**src/sec_defs.vh**
```
// constants for the serial nvm controller: opcodes, frame layout, timing
// assumes a single 20 MHz system clock
`ifndef SEC_DEFS_VH
`define SEC_DEFS_VH

// host opcode field encodings
`define SEC_OP_READ 3'h0
`define SEC_OP_WR_DISABLE 3'h1
`define SEC_OP_WR_ENABLE 3'h2
`define SEC_OP_WRITE 3'h3
`define SEC_OP_WRITE_ALL 3'h4
`define SEC_OP_ERASE_ALL 3'h5
`define SEC_OP_ERASE 3'h6
`define SEC_OP_RELOAD 3'h7

// serial opcodes and extended selectors (top two location bits)
`define SEC_SOP_EXT 2'h0
`define SEC_SOP_WRITE 2'h1
`define SEC_SOP_READ 2'h2
`define SEC_SOP_ERASE 2'h3
`define SEC_EXT_WR_DISABLE 2'h0
`define SEC_EXT_WRITE_ALL 2'h1
`define SEC_EXT_ERASE_ALL 2'h2
`define SEC_EXT_WR_ENABLE 2'h3

// frame lengths in serial clocks
`define SEC_FRAME_SHORT 5'h0A
`define SEC_FRAME_LONG 5'h12
`define SEC_HDR_BITS 5'h0A

// auto-load
`define SEC_SIG_VALUE 8'hA5
`define SEC_SIG_ADDR 7'h00
`define SEC_MAC_LAST 7'h06

// reset values
`define SEC_RST_OPCODE 3'h0
`define SEC_RST_LOCATION 7'h00
`define SEC_RST_DATA 8'h00
`define SEC_RST_STATION 48'h0000_0000_0000

// timing
`define SEC_SYS_CLK_NS 50
`define SEC_SCLK_NS 400
`define SEC_TIMEOUT_MS 30
`define SEC_SCLK_HALF ((`SEC_SCLK_NS + 2 * `SEC_SYS_CLK_NS - 1) / (2 * `SEC_SYS_CLK_NS))
`define SEC_TIMEOUT_CYC (`SEC_TIMEOUT_MS * 1000000 / `SEC_SYS_CLK_NS)

`endif

```
**src/sec_clkdiv.v**
```verilog
// divider producing one-cycle ticks at twice the serial clock rate
// assumes clk_i is the system clock; en_i from same domain
`timescale 1ns/1ps
`default_nettype none
module sec_clkdiv #(
	parameter HALF = 4
) (
	input wire clk_i,
	input wire resetn_i,
	input wire en_i,
	output reg tick_o
);
	localparam integer LAST_I = HALF - 1;
	localparam [7:0] LAST = LAST_I[7:0];
	reg [7:0] cnt_q;

	always @(posedge clk_i or negedge resetn_i) begin
		if (!resetn_i) begin
			cnt_q <= 8'h00;
			tick_o <= 1'b0;
		end else if (!en_i) begin
			cnt_q <= 8'h00;
			tick_o <= 1'b0;
		end else if (cnt_q == LAST) begin
			cnt_q <= 8'h00;
			tick_o <= 1'b1;
		end else begin
			cnt_q <= cnt_q + 8'h01;
			tick_o <= 1'b0;
		end
	end
endmodule
`default_nettype wire

```
**src/sec_shifter.v**
```verilog
// serial frame engine: shifts a frame msb first, samples returning bits
// assumes tick_i comes from sec_clkdiv and din_i is already synchronised
`timescale 1ns/1ps
`default_nettype none
module sec_shifter (
	input wire clk_i,
	input wire resetn_i,
	input wire tick_i,
	input wire start_i,
	input wire [17:0] frame_i,
	input wire [4:0] nbits_i,
	input wire [4:0] drive_bits_i,
	input wire din_i,
	output wire run_o,
	output wire dout_o,
	output reg sclk_o,
	output reg oe_o,
	output reg done_o,
	output reg [7:0] rdata_o
);
	reg run_q;
	reg phase_q;
	reg [4:0] cnt_q;
	reg [17:0] sr_q;
	reg [4:0] nbits_q;
	reg [4:0] drive_q;

	assign run_o = run_q;
	assign dout_o = sr_q[17];

	always @(posedge clk_i or negedge resetn_i) begin
		if (!resetn_i) begin
			run_q <= 1'b0;
			phase_q <= 1'b0;
			cnt_q <= 5'h00;
			sr_q <= 18'h00000;
			nbits_q <= 5'h00;
			drive_q <= 5'h00;
			sclk_o <= 1'b0;
			oe_o <= 1'b0;
			done_o <= 1'b0;
			rdata_o <= 8'h00;
		end else begin
			done_o <= 1'b0;
			if (!run_q) begin
				if (start_i) begin
					run_q <= 1'b1;
					phase_q <= 1'b0;
					cnt_q <= 5'h00;
					sr_q <= frame_i;
					nbits_q <= nbits_i;
					drive_q <= drive_bits_i;
					oe_o <= 1'b1;
				end
			end else if (tick_i) begin
				if (!phase_q) begin
					sclk_o <= 1'b1;
					phase_q <= 1'b1;
					cnt_q <= cnt_q + 5'h01;
				end else begin
					// memory updates its output after the rising edge
					sclk_o <= 1'b0;
					phase_q <= 1'b0;
					rdata_o <= {rdata_o[6:0], din_i};
					if (cnt_q == nbits_q) begin
						run_q <= 1'b0;
						oe_o <= 1'b0;
						done_o <= 1'b1;
					end else begin
						sr_q <= {sr_q[16:0], 1'b0};
						oe_o <= (cnt_q < drive_q);
					end
				end
			end
		end
	end
endmodule
`default_nettype wire

```
**src/sec_ctrl.v**
```verilog
// serial nvm controller: station address auto-load and host commands
// assumes a 20 MHz system clock; pin inputs are asynchronous to it
`timescale 1ns/1ps
`default_nettype none
`include "sec_defs.vh"

// Contract
// after any reset read location 00h; memory valid only if it holds A5h.
// on valid signature load next six bytes into station address, byte 0 first.
// set address-loaded flag once all six station bytes are stored.
// without signature stop init, load nothing, leave address to host.
// host reload repeats check and load; flag set only on success.
// host operations refused until reset-time load or attempt finishes.
// host loads data register before opcode and location for writes.
// host starts an operation by writing busy; controller clears busy at end.
// read command places fetched byte in data register before busy clears.
// host waits for busy low before writing the command register again.
// no ready answer within 30 ms abandons operation and sets timeout flag.
// host issues erase/write enable before any erase or write.
// erase-location sends a serial erase of the addressed byte.
// erase-all sends a bulk erase of every location.
// after disable command the memory ignores erase and write until enabled.
// write-location shifts the data register byte to the addressed location.
// write-all shifts the data register byte for every location.
// 10 serial clocks for erase, erase-all, enable, disable; 18 for others.
// memory is 128 locations of 8 bits selected by the location field.
// with interface disabled, data and clock pins carry general or monitor signals.
// frame is start bit, 2-bit opcode, 7-bit address, data, msb first, select high.
module sec_ctrl #(
	parameter TIMEOUT_CYCLES = `SEC_TIMEOUT_CYC,
	parameter SCLK_HALF = `SEC_SCLK_HALF
) (
	input wire clk_i,
	input wire resetn_i,
	input wire soft_reset_i,
	input wire host_cmd_wr_i,
	input wire host_busy_i,
	input wire [2:0] host_opcode_i,
	input wire [6:0] host_location_i,
	input wire host_data_wr_i,
	input wire [7:0] host_data_i,
	input wire host_station_wr_i,
	input wire [47:0] host_station_i,
	input wire nvm_if_disable_i,
	input wire mii_monitor_sel_i,
	input wire gp_data_i,
	input wire gp_clock_i,
	input wire mii_mon_data_i,
	input wire mii_mon_clock_i,
	input wire nvm_serial_data_pin_i,
	output reg nvm_serial_data_pin_o,
	output reg nvm_serial_data_pin_oe_o,
	output reg nvm_clock_pin_o,
	output reg nvm_chip_select_o,
	output wire nvm_busy_flag_o,
	output reg nvm_timeout_flag_o,
	output reg station_addr_loaded_flag_o,
	output reg [2:0] nvm_opcode_field_o,
	output reg [6:0] nvm_location_field_o,
	output reg [7:0] nvm_data_reg_o,
	output wire [31:0] station_addr_low_reg_o,
	output wire [15:0] station_addr_high_reg_o
);
	// ------------------------------------------------------------
	// states
	// ------------------------------------------------------------
	localparam [2:0] S_IDLE = 3'h0;
	localparam [2:0] S_SIG = 3'h1;
	localparam [2:0] S_LOAD = 3'h2;
	localparam [2:0] S_CMD = 3'h3;
	localparam [2:0] S_GAP = 3'h4;
	localparam [2:0] S_POLL = 3'h5;
	localparam integer TO_LAST_I = TIMEOUT_CYCLES - 1;
	localparam [19:0] TO_LAST = TO_LAST_I[19:0];

	function [17:0] sec_frame;
		input [1:0] sop;
		input [6:0] addr;
		input [7:0] dat;
		begin
			sec_frame = {1'b1, sop, addr, dat};
		end
	endfunction

	reg [2:0] state_q;
	reg busy_q;
	reg launched_q;
	reg soft_pend_q;
	reg [6:0] idx_q;
	reg [47:0] station_q;
	reg [19:0] to_q;
	reg poll_cs_q;
	reg din_meta_q;
	reg din_sync_q;

	wire tick;
	wire sh_run;
	wire sh_dout;
	wire sh_sclk;
	wire sh_oe;
	wire sh_done;
	wire [7:0] sh_rdata;
	wire framing;
	wire op_waits;
	wire host_go;

	reg [1:0] sop;
	reg [6:0] saddr;
	reg [4:0] nbits;
	reg [4:0] drive;

	assign nvm_busy_flag_o = busy_q;
	assign station_addr_low_reg_o = station_q[31:0];
	assign station_addr_high_reg_o = station_q[47:32];
	assign framing = (state_q == S_SIG) || (state_q == S_LOAD) || (state_q == S_CMD);
	assign op_waits = (nvm_opcode_field_o == `SEC_OP_WRITE) || (nvm_opcode_field_o == `SEC_OP_WRITE_ALL) ||
		(nvm_opcode_field_o == `SEC_OP_ERASE) || (nvm_opcode_field_o == `SEC_OP_ERASE_ALL);
	assign host_go = host_cmd_wr_i && host_busy_i && !busy_q;

	// ------------------------------------------------------------
	// pin input synchroniser
	// ------------------------------------------------------------
	always @(posedge clk_i or negedge resetn_i) begin
		if (!resetn_i) begin
			din_meta_q <= 1'b0;
			din_sync_q <= 1'b0;
		end else begin
			din_meta_q <= nvm_serial_data_pin_i;
			din_sync_q <= din_meta_q;
		end
	end

	// ------------------------------------------------------------
	// frame selection
	// ------------------------------------------------------------
	always @* begin
		sop = `SEC_SOP_READ;
		saddr = idx_q;
		nbits = `SEC_FRAME_LONG;
		drive = `SEC_HDR_BITS;
		if (state_q == S_CMD) begin
			saddr = nvm_location_field_o;
			case (nvm_opcode_field_o)
				`SEC_OP_READ: begin
					sop = `SEC_SOP_READ;
				end
				`SEC_OP_WRITE: begin
					sop = `SEC_SOP_WRITE;
					drive = `SEC_FRAME_LONG;
				end
				`SEC_OP_ERASE: begin
					sop = `SEC_SOP_ERASE;
					nbits = `SEC_FRAME_SHORT;
				end
				`SEC_OP_ERASE_ALL: begin
					sop = `SEC_SOP_EXT;
					saddr = {`SEC_EXT_ERASE_ALL, 5'h00};
					nbits = `SEC_FRAME_SHORT;
				end
				`SEC_OP_WRITE_ALL: begin
					sop = `SEC_SOP_EXT;
					saddr = {`SEC_EXT_WRITE_ALL, 5'h00};
					drive = `SEC_FRAME_LONG;
				end
				`SEC_OP_WR_ENABLE: begin
					sop = `SEC_SOP_EXT;
					saddr = {`SEC_EXT_WR_ENABLE, 5'h00};
					nbits = `SEC_FRAME_SHORT;
				end
				`SEC_OP_WR_DISABLE: begin
					sop = `SEC_SOP_EXT;
					saddr = {`SEC_EXT_WR_DISABLE, 5'h00};
					nbits = `SEC_FRAME_SHORT;
				end
				default: begin
					sop = `SEC_SOP_READ;
				end
			endcase
		end
	end

	// ------------------------------------------------------------
	// serial engine
	// ------------------------------------------------------------
	sec_clkdiv #(
		.HALF(SCLK_HALF)
	) u_div (
		.clk_i(clk_i),
		.resetn_i(resetn_i),
		.en_i(state_q != S_IDLE),
		.tick_o(tick)
	);

	sec_shifter u_shift (
		.clk_i(clk_i),
		.resetn_i(resetn_i),
		.tick_i(tick),
		.start_i(framing && !launched_q),
		.frame_i(sec_frame(sop, saddr, nvm_data_reg_o)),
		.nbits_i(nbits),
		.drive_bits_i(drive),
		.din_i(din_sync_q),
		.run_o(sh_run),
		.dout_o(sh_dout),
		.sclk_o(sh_sclk),
		.oe_o(sh_oe),
		.done_o(sh_done),
		.rdata_o(sh_rdata)
	);

	// ------------------------------------------------------------
	// control sequencer
	// ------------------------------------------------------------
	always @(posedge clk_i or negedge resetn_i) begin
		if (!resetn_i) begin
			state_q <= S_SIG;
			busy_q <= 1'b1;
			launched_q <= 1'b0;
			soft_pend_q <= 1'b0;
			idx_q <= `SEC_SIG_ADDR;
			station_q <= `SEC_RST_STATION;
			to_q <= 20'h00000;
			poll_cs_q <= 1'b0;
			nvm_timeout_flag_o <= 1'b0;
			station_addr_loaded_flag_o <= 1'b0;
			nvm_opcode_field_o <= `SEC_RST_OPCODE;
			nvm_location_field_o <= `SEC_RST_LOCATION;
			nvm_data_reg_o <= `SEC_RST_DATA;
		end else begin
			if (framing && !launched_q) begin
				launched_q <= 1'b1;
			end
			case (state_q)
				S_IDLE: begin
					if (soft_pend_q) begin
						soft_pend_q <= 1'b0;
						busy_q <= 1'b1;
						idx_q <= `SEC_SIG_ADDR;
						station_addr_loaded_flag_o <= 1'b0;
						state_q <= S_SIG;
					end else begin
						if (host_cmd_wr_i && !busy_q) begin
							nvm_opcode_field_o <= host_opcode_i;
							nvm_location_field_o <= host_location_i;
						end
						if (host_data_wr_i && !busy_q) begin
							nvm_data_reg_o <= host_data_i;
						end
						if (host_station_wr_i && !busy_q) begin
							station_q <= host_station_i;
						end
						if (host_go) begin
							busy_q <= 1'b1;
							nvm_timeout_flag_o <= 1'b0;
							if (host_opcode_i == `SEC_OP_RELOAD) begin
								idx_q <= `SEC_SIG_ADDR;
								station_addr_loaded_flag_o <= 1'b0;
								state_q <= S_SIG;
							end else begin
								state_q <= S_CMD;
							end
						end
					end
				end
				S_SIG: begin
					if (sh_done) begin
						launched_q <= 1'b0;
						if (sh_rdata == `SEC_SIG_VALUE) begin
							idx_q <= idx_q + 7'h01;
							state_q <= S_LOAD;
						end else begin
							busy_q <= 1'b0;
							state_q <= S_IDLE;
						end
					end
				end
				S_LOAD: begin
					if (sh_done) begin
						launched_q <= 1'b0;
						station_q[{idx_q[2:0] - 3'h1, 3'h0} +: 8] <= sh_rdata;
						if (idx_q == `SEC_MAC_LAST) begin
							station_addr_loaded_flag_o <= 1'b1;
							busy_q <= 1'b0;
							state_q <= S_IDLE;
						end else begin
							idx_q <= idx_q + 7'h01;
						end
					end
				end
				S_CMD: begin
					if (sh_done) begin
						launched_q <= 1'b0;
						if (nvm_opcode_field_o == `SEC_OP_READ) begin
							nvm_data_reg_o <= sh_rdata;
						end
						if (op_waits) begin
							to_q <= 20'h00000;
							state_q <= S_GAP;
						end else begin
							busy_q <= 1'b0;
							state_q <= S_IDLE;
						end
					end
				end
				S_GAP: begin
					// select low for one tick before polling ready
					to_q <= to_q + 20'h00001;
					if (tick) begin
						poll_cs_q <= 1'b1;
						state_q <= S_POLL;
					end
				end
				S_POLL: begin
					to_q <= to_q + 20'h00001;
					// a tick lands only after the line behind the new select has passed the synchroniser
					if (tick && din_sync_q) begin
						poll_cs_q <= 1'b0;
						busy_q <= 1'b0;
						state_q <= S_IDLE;
					end else if (to_q >= TO_LAST) begin
						poll_cs_q <= 1'b0;
						nvm_timeout_flag_o <= 1'b1;
						busy_q <= 1'b0;
						state_q <= S_IDLE;
					end
				end
				default: begin
					state_q <= S_IDLE;
					busy_q <= 1'b0;
				end
			endcase
			if (soft_reset_i) begin
				soft_pend_q <= 1'b1;
			end
		end
	end

	// ------------------------------------------------------------
	// pin outputs
	// ------------------------------------------------------------
	always @(posedge clk_i or negedge resetn_i) begin
		if (!resetn_i) begin
			nvm_serial_data_pin_o <= 1'b0;
			nvm_serial_data_pin_oe_o <= 1'b0;
			nvm_clock_pin_o <= 1'b0;
			nvm_chip_select_o <= 1'b0;
		end else if (nvm_if_disable_i) begin
			nvm_serial_data_pin_o <= mii_monitor_sel_i ? mii_mon_data_i : gp_data_i;
			nvm_serial_data_pin_oe_o <= 1'b1;
			nvm_clock_pin_o <= mii_monitor_sel_i ? mii_mon_clock_i : gp_clock_i;
			nvm_chip_select_o <= 1'b0;
		end else begin
			nvm_serial_data_pin_o <= sh_dout;
			nvm_serial_data_pin_oe_o <= sh_oe;
			nvm_clock_pin_o <= sh_sclk;
			nvm_chip_select_o <= sh_run || poll_cs_q;
		end
	end
endmodule
`default_nettype wire

```
**config.mk**
```make
export PLATFORM = sky130hd
export DESIGN_NAME = sec_ctrl
export DESIGN_NICKNAME = d
export VERILOG_FILES = /design/src/sec_clkdiv.v /design/src/sec_shifter.v /design/src/sec_ctrl.v
export VERILOG_INCLUDE_DIRS = /design/src /design/src/src
export SDC_FILE = /design/constraint.sdc
export NUM_CORES = 1
export LEC_CHECK = 0
export BUFFER_PORTS_ARGS = -buffer_cell sky130_fd_sc_hd__buf_2
export CAP_MARGIN = 20
export CELL_PAD_IN_SITES_DETAIL_PLACEMENT = 1
export CELL_PAD_IN_SITES_GLOBAL_PLACEMENT = 1
export CORE_AREA = 2 2 137 172
export DETAILED_ROUTE_END_ITERATION = 7
export DIE_AREA = 0 0 139 174
export GPL_ROUTABILITY_DRIVEN = 0
export PLACE_DENSITY = 0.81
export SYNTH_ARGS = -nofsm -noshare
export SYNTH_HDL_FRONTEND = slang
export SYNTH_SLANG_ARGS = --single-unit
```
**constraint.sdc**
```tcl
create_clock -name clk_i -period 2.8 [get_ports clk_i]
set_clock_uncertainty 0.2 [all_clocks]
set_input_delay 0.14 -clock clk_i [delete_from_list [all_inputs] [get_ports clk_i]]
set_output_delay 0.14 -clock clk_i [all_outputs]
set_load 0.01 [all_outputs]
```
Word level (Yosys, flattened, before mapping)
Index checks and enable logic that the tools add are counted.
{ "totals": {"ff_bits": 163, "inputBits": 80, "output_inout_bits": 73, "elab_cells": 240} }
{ "op_classes": {"shifts": 2, "magnitude_cmp": 2, "eq_ne": 40, "n_bitwise": 3, "muxes": 108, "n_reduce_logical": 48, "addsub": 6} }
{ "op_table": {"columns": ["op", "count"], "rows": [
  ["48-bit two-way mux", 3],
  ["48-bit one-hot mux with 2 select lines", 1],
  ["18-bit two-way mux", 5],
  ["7-bit two-way mux", 8],
  ["1-bit two-way mux", 51],
  ["48-bit bitwise mux", 1],
  ["8-bit two-way mux", 6],
  ["8-bit by 8-bit variable shift with 48-bit output (first input constant)", 1],
  ["8-bit by 8-bit variable part select with 48-bit output", 1],
  ["20-bit two-way mux", 2],
  ["5-bit two-way mux", 8],
  ["20-bit one-hot mux with 2 select lines", 1],
  ["3-bit two-way mux", 10],
  ["2-bit != test (second input constant)", 14],
  ["7-bit one-hot mux with 4 select lines", 1],
  ["7-bit one-hot mux with 3 select lines", 1],
  ["20-bit by 1-bit adder with 20-bit output (second input constant)", 1],
  ["20-bit greater-or-equal comparator (second input constant)", 1],
  ["3-bit equality test (second input constant)", 6],
  ["3-bit one-hot mux with 6 select lines", 1],
  ["3-bit AND reduction", 6],
  ["8-bit one-hot mux with 2 select lines", 1],
  ["5-bit AND reduction", 3],
  ["2-bit by 1-bit != test with 1-bit output (second input constant)", 7],
  ["other kinds (31)", 69]
]} }

Longest topological paths before layout
{ "logic_depth": {"word_depth": 7, "mapped_depth": 13, "ltp_nobuf": 10} }

Modules after synthesis
Synthesis repeated with hierarchy kept, for this count alone.
{ "unflattened": {"cells_unflattened": 843, "area_unflattened_um2": 8234.1} }
{ "modules_own_cells": {"columns": ["module", "area_each_um2", "n_inst", "cells_each", "seq_area_each_um2"], "rows": [
  ["sec_ctrl", 5695.5, 1, 601, 2705.1],
  ["sec_shifter", 2117.0, 1, 202, 1151.1],
  ["sec_clkdiv", 421.7, 1, 40, 225.2]
]} }

Worst setup path after synthesis
Ideal clock, no wire load.
{ "synth_path": {"path_type": "register to register", "startpoint": "reg idx_q[0]", "endpoint": "reg station_q[16]", "path_slack_ns": -0.219, "path_buffers": 2, "stages_incl_launch_ff": 12, "synth_period_minus_slack_ns": 3.019, "arrival_ns": 2.741, "cell_sequence": "dfrtp_1 > clkbuf_1 > inv_1 > ha_1 > xor2_1 > inv_1 > ha_1 > clkbuf_1 > nand2_1 > nor3_1 > a22oi_1 > a21oi_1"} }
{ "synth_between": {"elab_chain_len": 6, "elab_cells_between_ends": 7, "classes_between": "2 x add/sub; 2 x shift; 3 x mux"} }
{ "synth_lines": {"columns": ["item", "line_no", "text"], "rows": [
  ["from (decl)", "sec_ctrl.v:89", "reg [6:0] idx_q;"],
  ["from (signal assigned)", "sec_ctrl.v:220", "idx_q <= `SEC_SIG_ADDR;"],
  ["from (signal assigned)", "sec_ctrl.v:238", "idx_q <= `SEC_SIG_ADDR;"],
  ["from (signal assigned)", "sec_ctrl.v:256", "idx_q <= `SEC_SIG_ADDR;"],
  ["3-bit by 1-bit subtractor with 3-bit output *", "sec_ctrl.v:280", "station_q[{idx_q[2:0] - 3'h1, 3'h0} +: 8] <= sh_rdata;"],
  ["6-bit negator with 8-bit output *", "sec_ctrl.v:280", null],
  ["8-bit by 8-bit variable part select with 48-bit output / 8-bit by 8-bit variable shift with 48-bit output (equally long branches)", "sec_ctrl.v:280", null],
  ["48-bit bitwise mux *", "sec_ctrl.v:280", null],
  ["48-bit two-way mux *", "sec_ctrl.v:278", "if (sh_done) begin"],
  ["48-bit one-hot mux with 2 select lines *", "sec_ctrl.v:233", "case (state_q)"],
  ["to (signal assigned)", "sec_ctrl.v:221", "station_q <= `SEC_RST_STATION;"],
  ["to (signal assigned)", "sec_ctrl.v:250", "station_q <= host_station_i;"],
  ["to (signal, indexed assignment)", "sec_ctrl.v:280", null],
  ["to (decl)", "sec_ctrl.v:90", "reg [47:0] station_q;"]
]} }
Every way passes the cells marked *; elsewhere a longest branch is shown, timed or not. The select of a mux whose other input is x is not followed.
A chain may end at the register's enable or synchronous reset.

Worst setup path after layout
{ "layout_path": {"startpoint": "reg idx_q[0]", "endpoint": "reg state_q[1]"} }
{ "layout_between": {"elab_chain_len": 3} }
{ "layout_lines": {"columns": ["item", "line_no", "text"], "rows": [
  ["7-bit by 3-bit equality test with 1-bit output (no source line)", null, null],
  ["2-bit by 1-bit != test with 1-bit output (no source line)", null, null],
  ["7-bit AND reduction (no source line)", null, null],
  ["to (signal assigned)", "sec_ctrl.v:216", "state_q <= S_SIG;"],
  ["to (signal assigned)", "sec_ctrl.v:240", "state_q <= S_SIG;"],
  ["to (signal assigned)", "sec_ctrl.v:258", "state_q <= S_SIG;"],
  ["to (decl)", "sec_ctrl.v:85", "reg [2:0] state_q;"]
]} }
Every way passes these cells.

==> run metrics <==
status complete, no violations; fmax roughly 370 MHz; fin cells between 1000 and 1500; CTS Buffer Depth 2; die area between 20000 and 25000 um2; Worst Path Arrival between 2 and 3 ns; initial core utilization ~34%; post-layout util about 46%; vias around 7300; chip height roughly 170 um; Clock transition at path regs 0.06 ns; Setup CP Type register to register; TritonCTS Buffers 17; Synth Instances 782; WP data required 2.92 ns; Via density 5.49; Residual DRC 0; share of total power in the clock network 47.8%; worst-margin pin slew approximately 0.75 ns; placed cells roughly 1200; total track usage ~23%; TritonCTS Sinks between 150 and 200; final period utilization between 90% and 100%; DRT iter0 DRCs around 460; asr flop ratio synth 100%; RSZ-0062 raised after global routing false; num ports around 150; maximum vdd ir drop approximately 430 uV; Hold Crit Class input pin to asynchronous set/reset pin; DR WL/cell ~20 um; fin nets between 1000 and 1500; Post-synth EDFFs 0; Pre-antenna DRT Iters 6; die width 139 um; max-slew violations 0; Most used DFF post-synth dfrtp_1; Area after DPL 9120 um2; dpl hpwl between 15 and 20 mm; area grow syn2layout 34.8%; CTS Root Cell clkbuf_16; Slew headroom between 40% and 50%; first-pass GRT wire length roughly 44 mm; CTS tree built; Core Box Area between 20000 and 25000 um2; Mapped Nets slightly below 900; Comb power frac around 5.7%; initial antenna violation count 2; worst-skew pair later-pin latency 0.44 ns; Sw Pwr ~1100 uW; largest net degree at the start of global routing slightly below 70; finished layout cell area roughly 11000 um2; Hold Vio Cnt, Final 0; switching share of power 22.3%; syn_area_per_cell 9.97 um2; Synth Warn # 0; Cell Area, Synth between 7000 and 8000 um2; pre-CTS setup slack -0.0697 ns; final setup fails 0; Leakage 0.00512 uW; crit path capture type register; Pwr Density ~470 nW/um2; vias in the first global route about 8000; Yosys cell types 67; Routed Antenna Nets 0; CP startpoint kind register; worst hold slack 0.0837 ns; Site Rows 62; Pint 3840 uW; number of buffers added on ports approximately 150; worst setup margin between 0.09 and 0.1 ns; Seq/Total Area, Yosys between 50 and 60%; Seq pwr share a little under half; DRT Wirelength approximately 27 mm; Max-Cap Viols 0; fin crit period 2.70 ns; Yosys reg bits 158; H-tree levels 4; worst-path fanout max 5; global route overflow 0; layout cells sized above 1 between 20 and 30%
-- registers in the layout, indices dropped and copies added (netlist names), 7 cells and up, named ones only --
name,count
station_q,48
to_q,20
u_shift.sr_q,18
nvm_data_reg_o,8
u_div.cnt_q,8
u_shift.rdata_o,8
idx_q,7
nvm_location_field_o,7
-- power by group through the flow --
stage	Clock (uW)	Combinational, uW	Sequential [uW]
floorplan	0	47.0	2340
global placement	0	191	2340
global route	2490	308	2300
detailed placement	0	194	2340
finish	2360	283	2300
CTS	2390	279	2300
-- kinds of logic after synthesis --
family / synth area share (%)
AOI/OAI and AO/OA: 17.4
xor gates and xnor gates: 2.47
adders and majority gates: 2.57
buffers and inverters: 3.27
DFF: 50.7
muxes: 6.85
and+or+nand+nor: 16.7
-- final timing paths --
kind,start,to,slack [ns],cells after the start
setup / recovery,idx_q[0]$_DFFE_PN0P_,state_q[1]$_DFFE_PN0P_,0.1,7
hold / removal,resetn_i,station_q[45]$_DFFE_PN0P_,0.08,2
setup reg to reg,idx_q[0]$_DFFE_PN0P_,state_q[1]$_DFFE_PN0P_,0.1,7
hold reg to reg,din_meta_q$_DFF_PN0_,din_sync_q$_DFF_PN0_,0.18,0
max in group asynchronous,resetn_i,nvm_busy_flag_o$_DFFE_PN1P_,1.47,3
min in group clk_i,nvm_serial_data_pin_i,din_meta_q$_DFF_PN0_,0.13,2
-- final cells by class --
type                       instances  area (um2)
antenna                            2        5.00
clock buffer                      21         440
clock inverter                    10         140
fill                            2576       12100
inverter                          19        71.3
multi-input combinational        563        3630
sequential                       158        3960
tap                              288         360
timing repair buffer             275        1910
-- worst max-delay path, stage by stage (launching register included) --
cell and delay (ns):
dfrtp_1 0.38, inv_1 0.14, ha_2 0.26, or4b_2 0.64, o21ai_1 0.21, nand3_1 0.14, a21oi_1 0.24, mux2_2 0.36
-- routing by layer --
layer,wire [um],track usage (%),vias to the layer above
met5,0,0,-
met4,655,8.04,0
met3,1330,3.83,45
met2,14600,42.0,239
met1,10700,26.5,3724
li1,-,-,3326
-- layout by cell type, fill, tap and decap left out, types with 21 or more instances in the layout --
| cell type | instances |
|---|---|
| nor2_1 | 72 |
| nand2_1 | 89 |
| dfrtp_1 | 155 |
| a21oi_1 | 55 |
| a22oi_1 | 39 |
| nand3_1 | 21 |
| mux2_2 | 35 |
| buf_4 | 45 |
| o21ai_0 | 49 |
| buf_2 | 151 |
| dlygate4sd3_1 | 76 |
-- cells in the mapped netlist (all sizes together), types with 7 or more instances --
master	instances	area (um2)
nor4	7	56.3
and3	10	62.6
mux2i	14	140
xor2	17	149
nor2	72	270
nor3	7	35.0
nand2b	10	62.6
a2bb2oi	8	70.1
inv	19	71.3
dfrtp	156	3900
ha	16	200
mux2	35	394
o21ai	52	260
a22oi	39	293
nand3	21	105
a21oi	56	280
or3	7	43.8
clkbuf	27	101
nand2	89	334
o22ai	17	106
buf	15	82.6
-- per-stage QoR --
stage          TNS, ns  power (uW)
2_1_floorplan        0        2380
3_3_place_gp         0        2530
4_1_cts              0        4960
6_report             0        4940
3_5_place_dp    -0.329        2530
5_1_grt              0        5090
-- repair_timing --
action                                 in CTS  in global routing
hold buffers                               76                  0
gates resized for setup                     1                  8
setup endpoints to repair                   8                 33
pin swaps                                   0                  1
buffers inserted                            0                  2
endpoints found under the hold margin     137                  0
(Power assumes the default switching activity.)
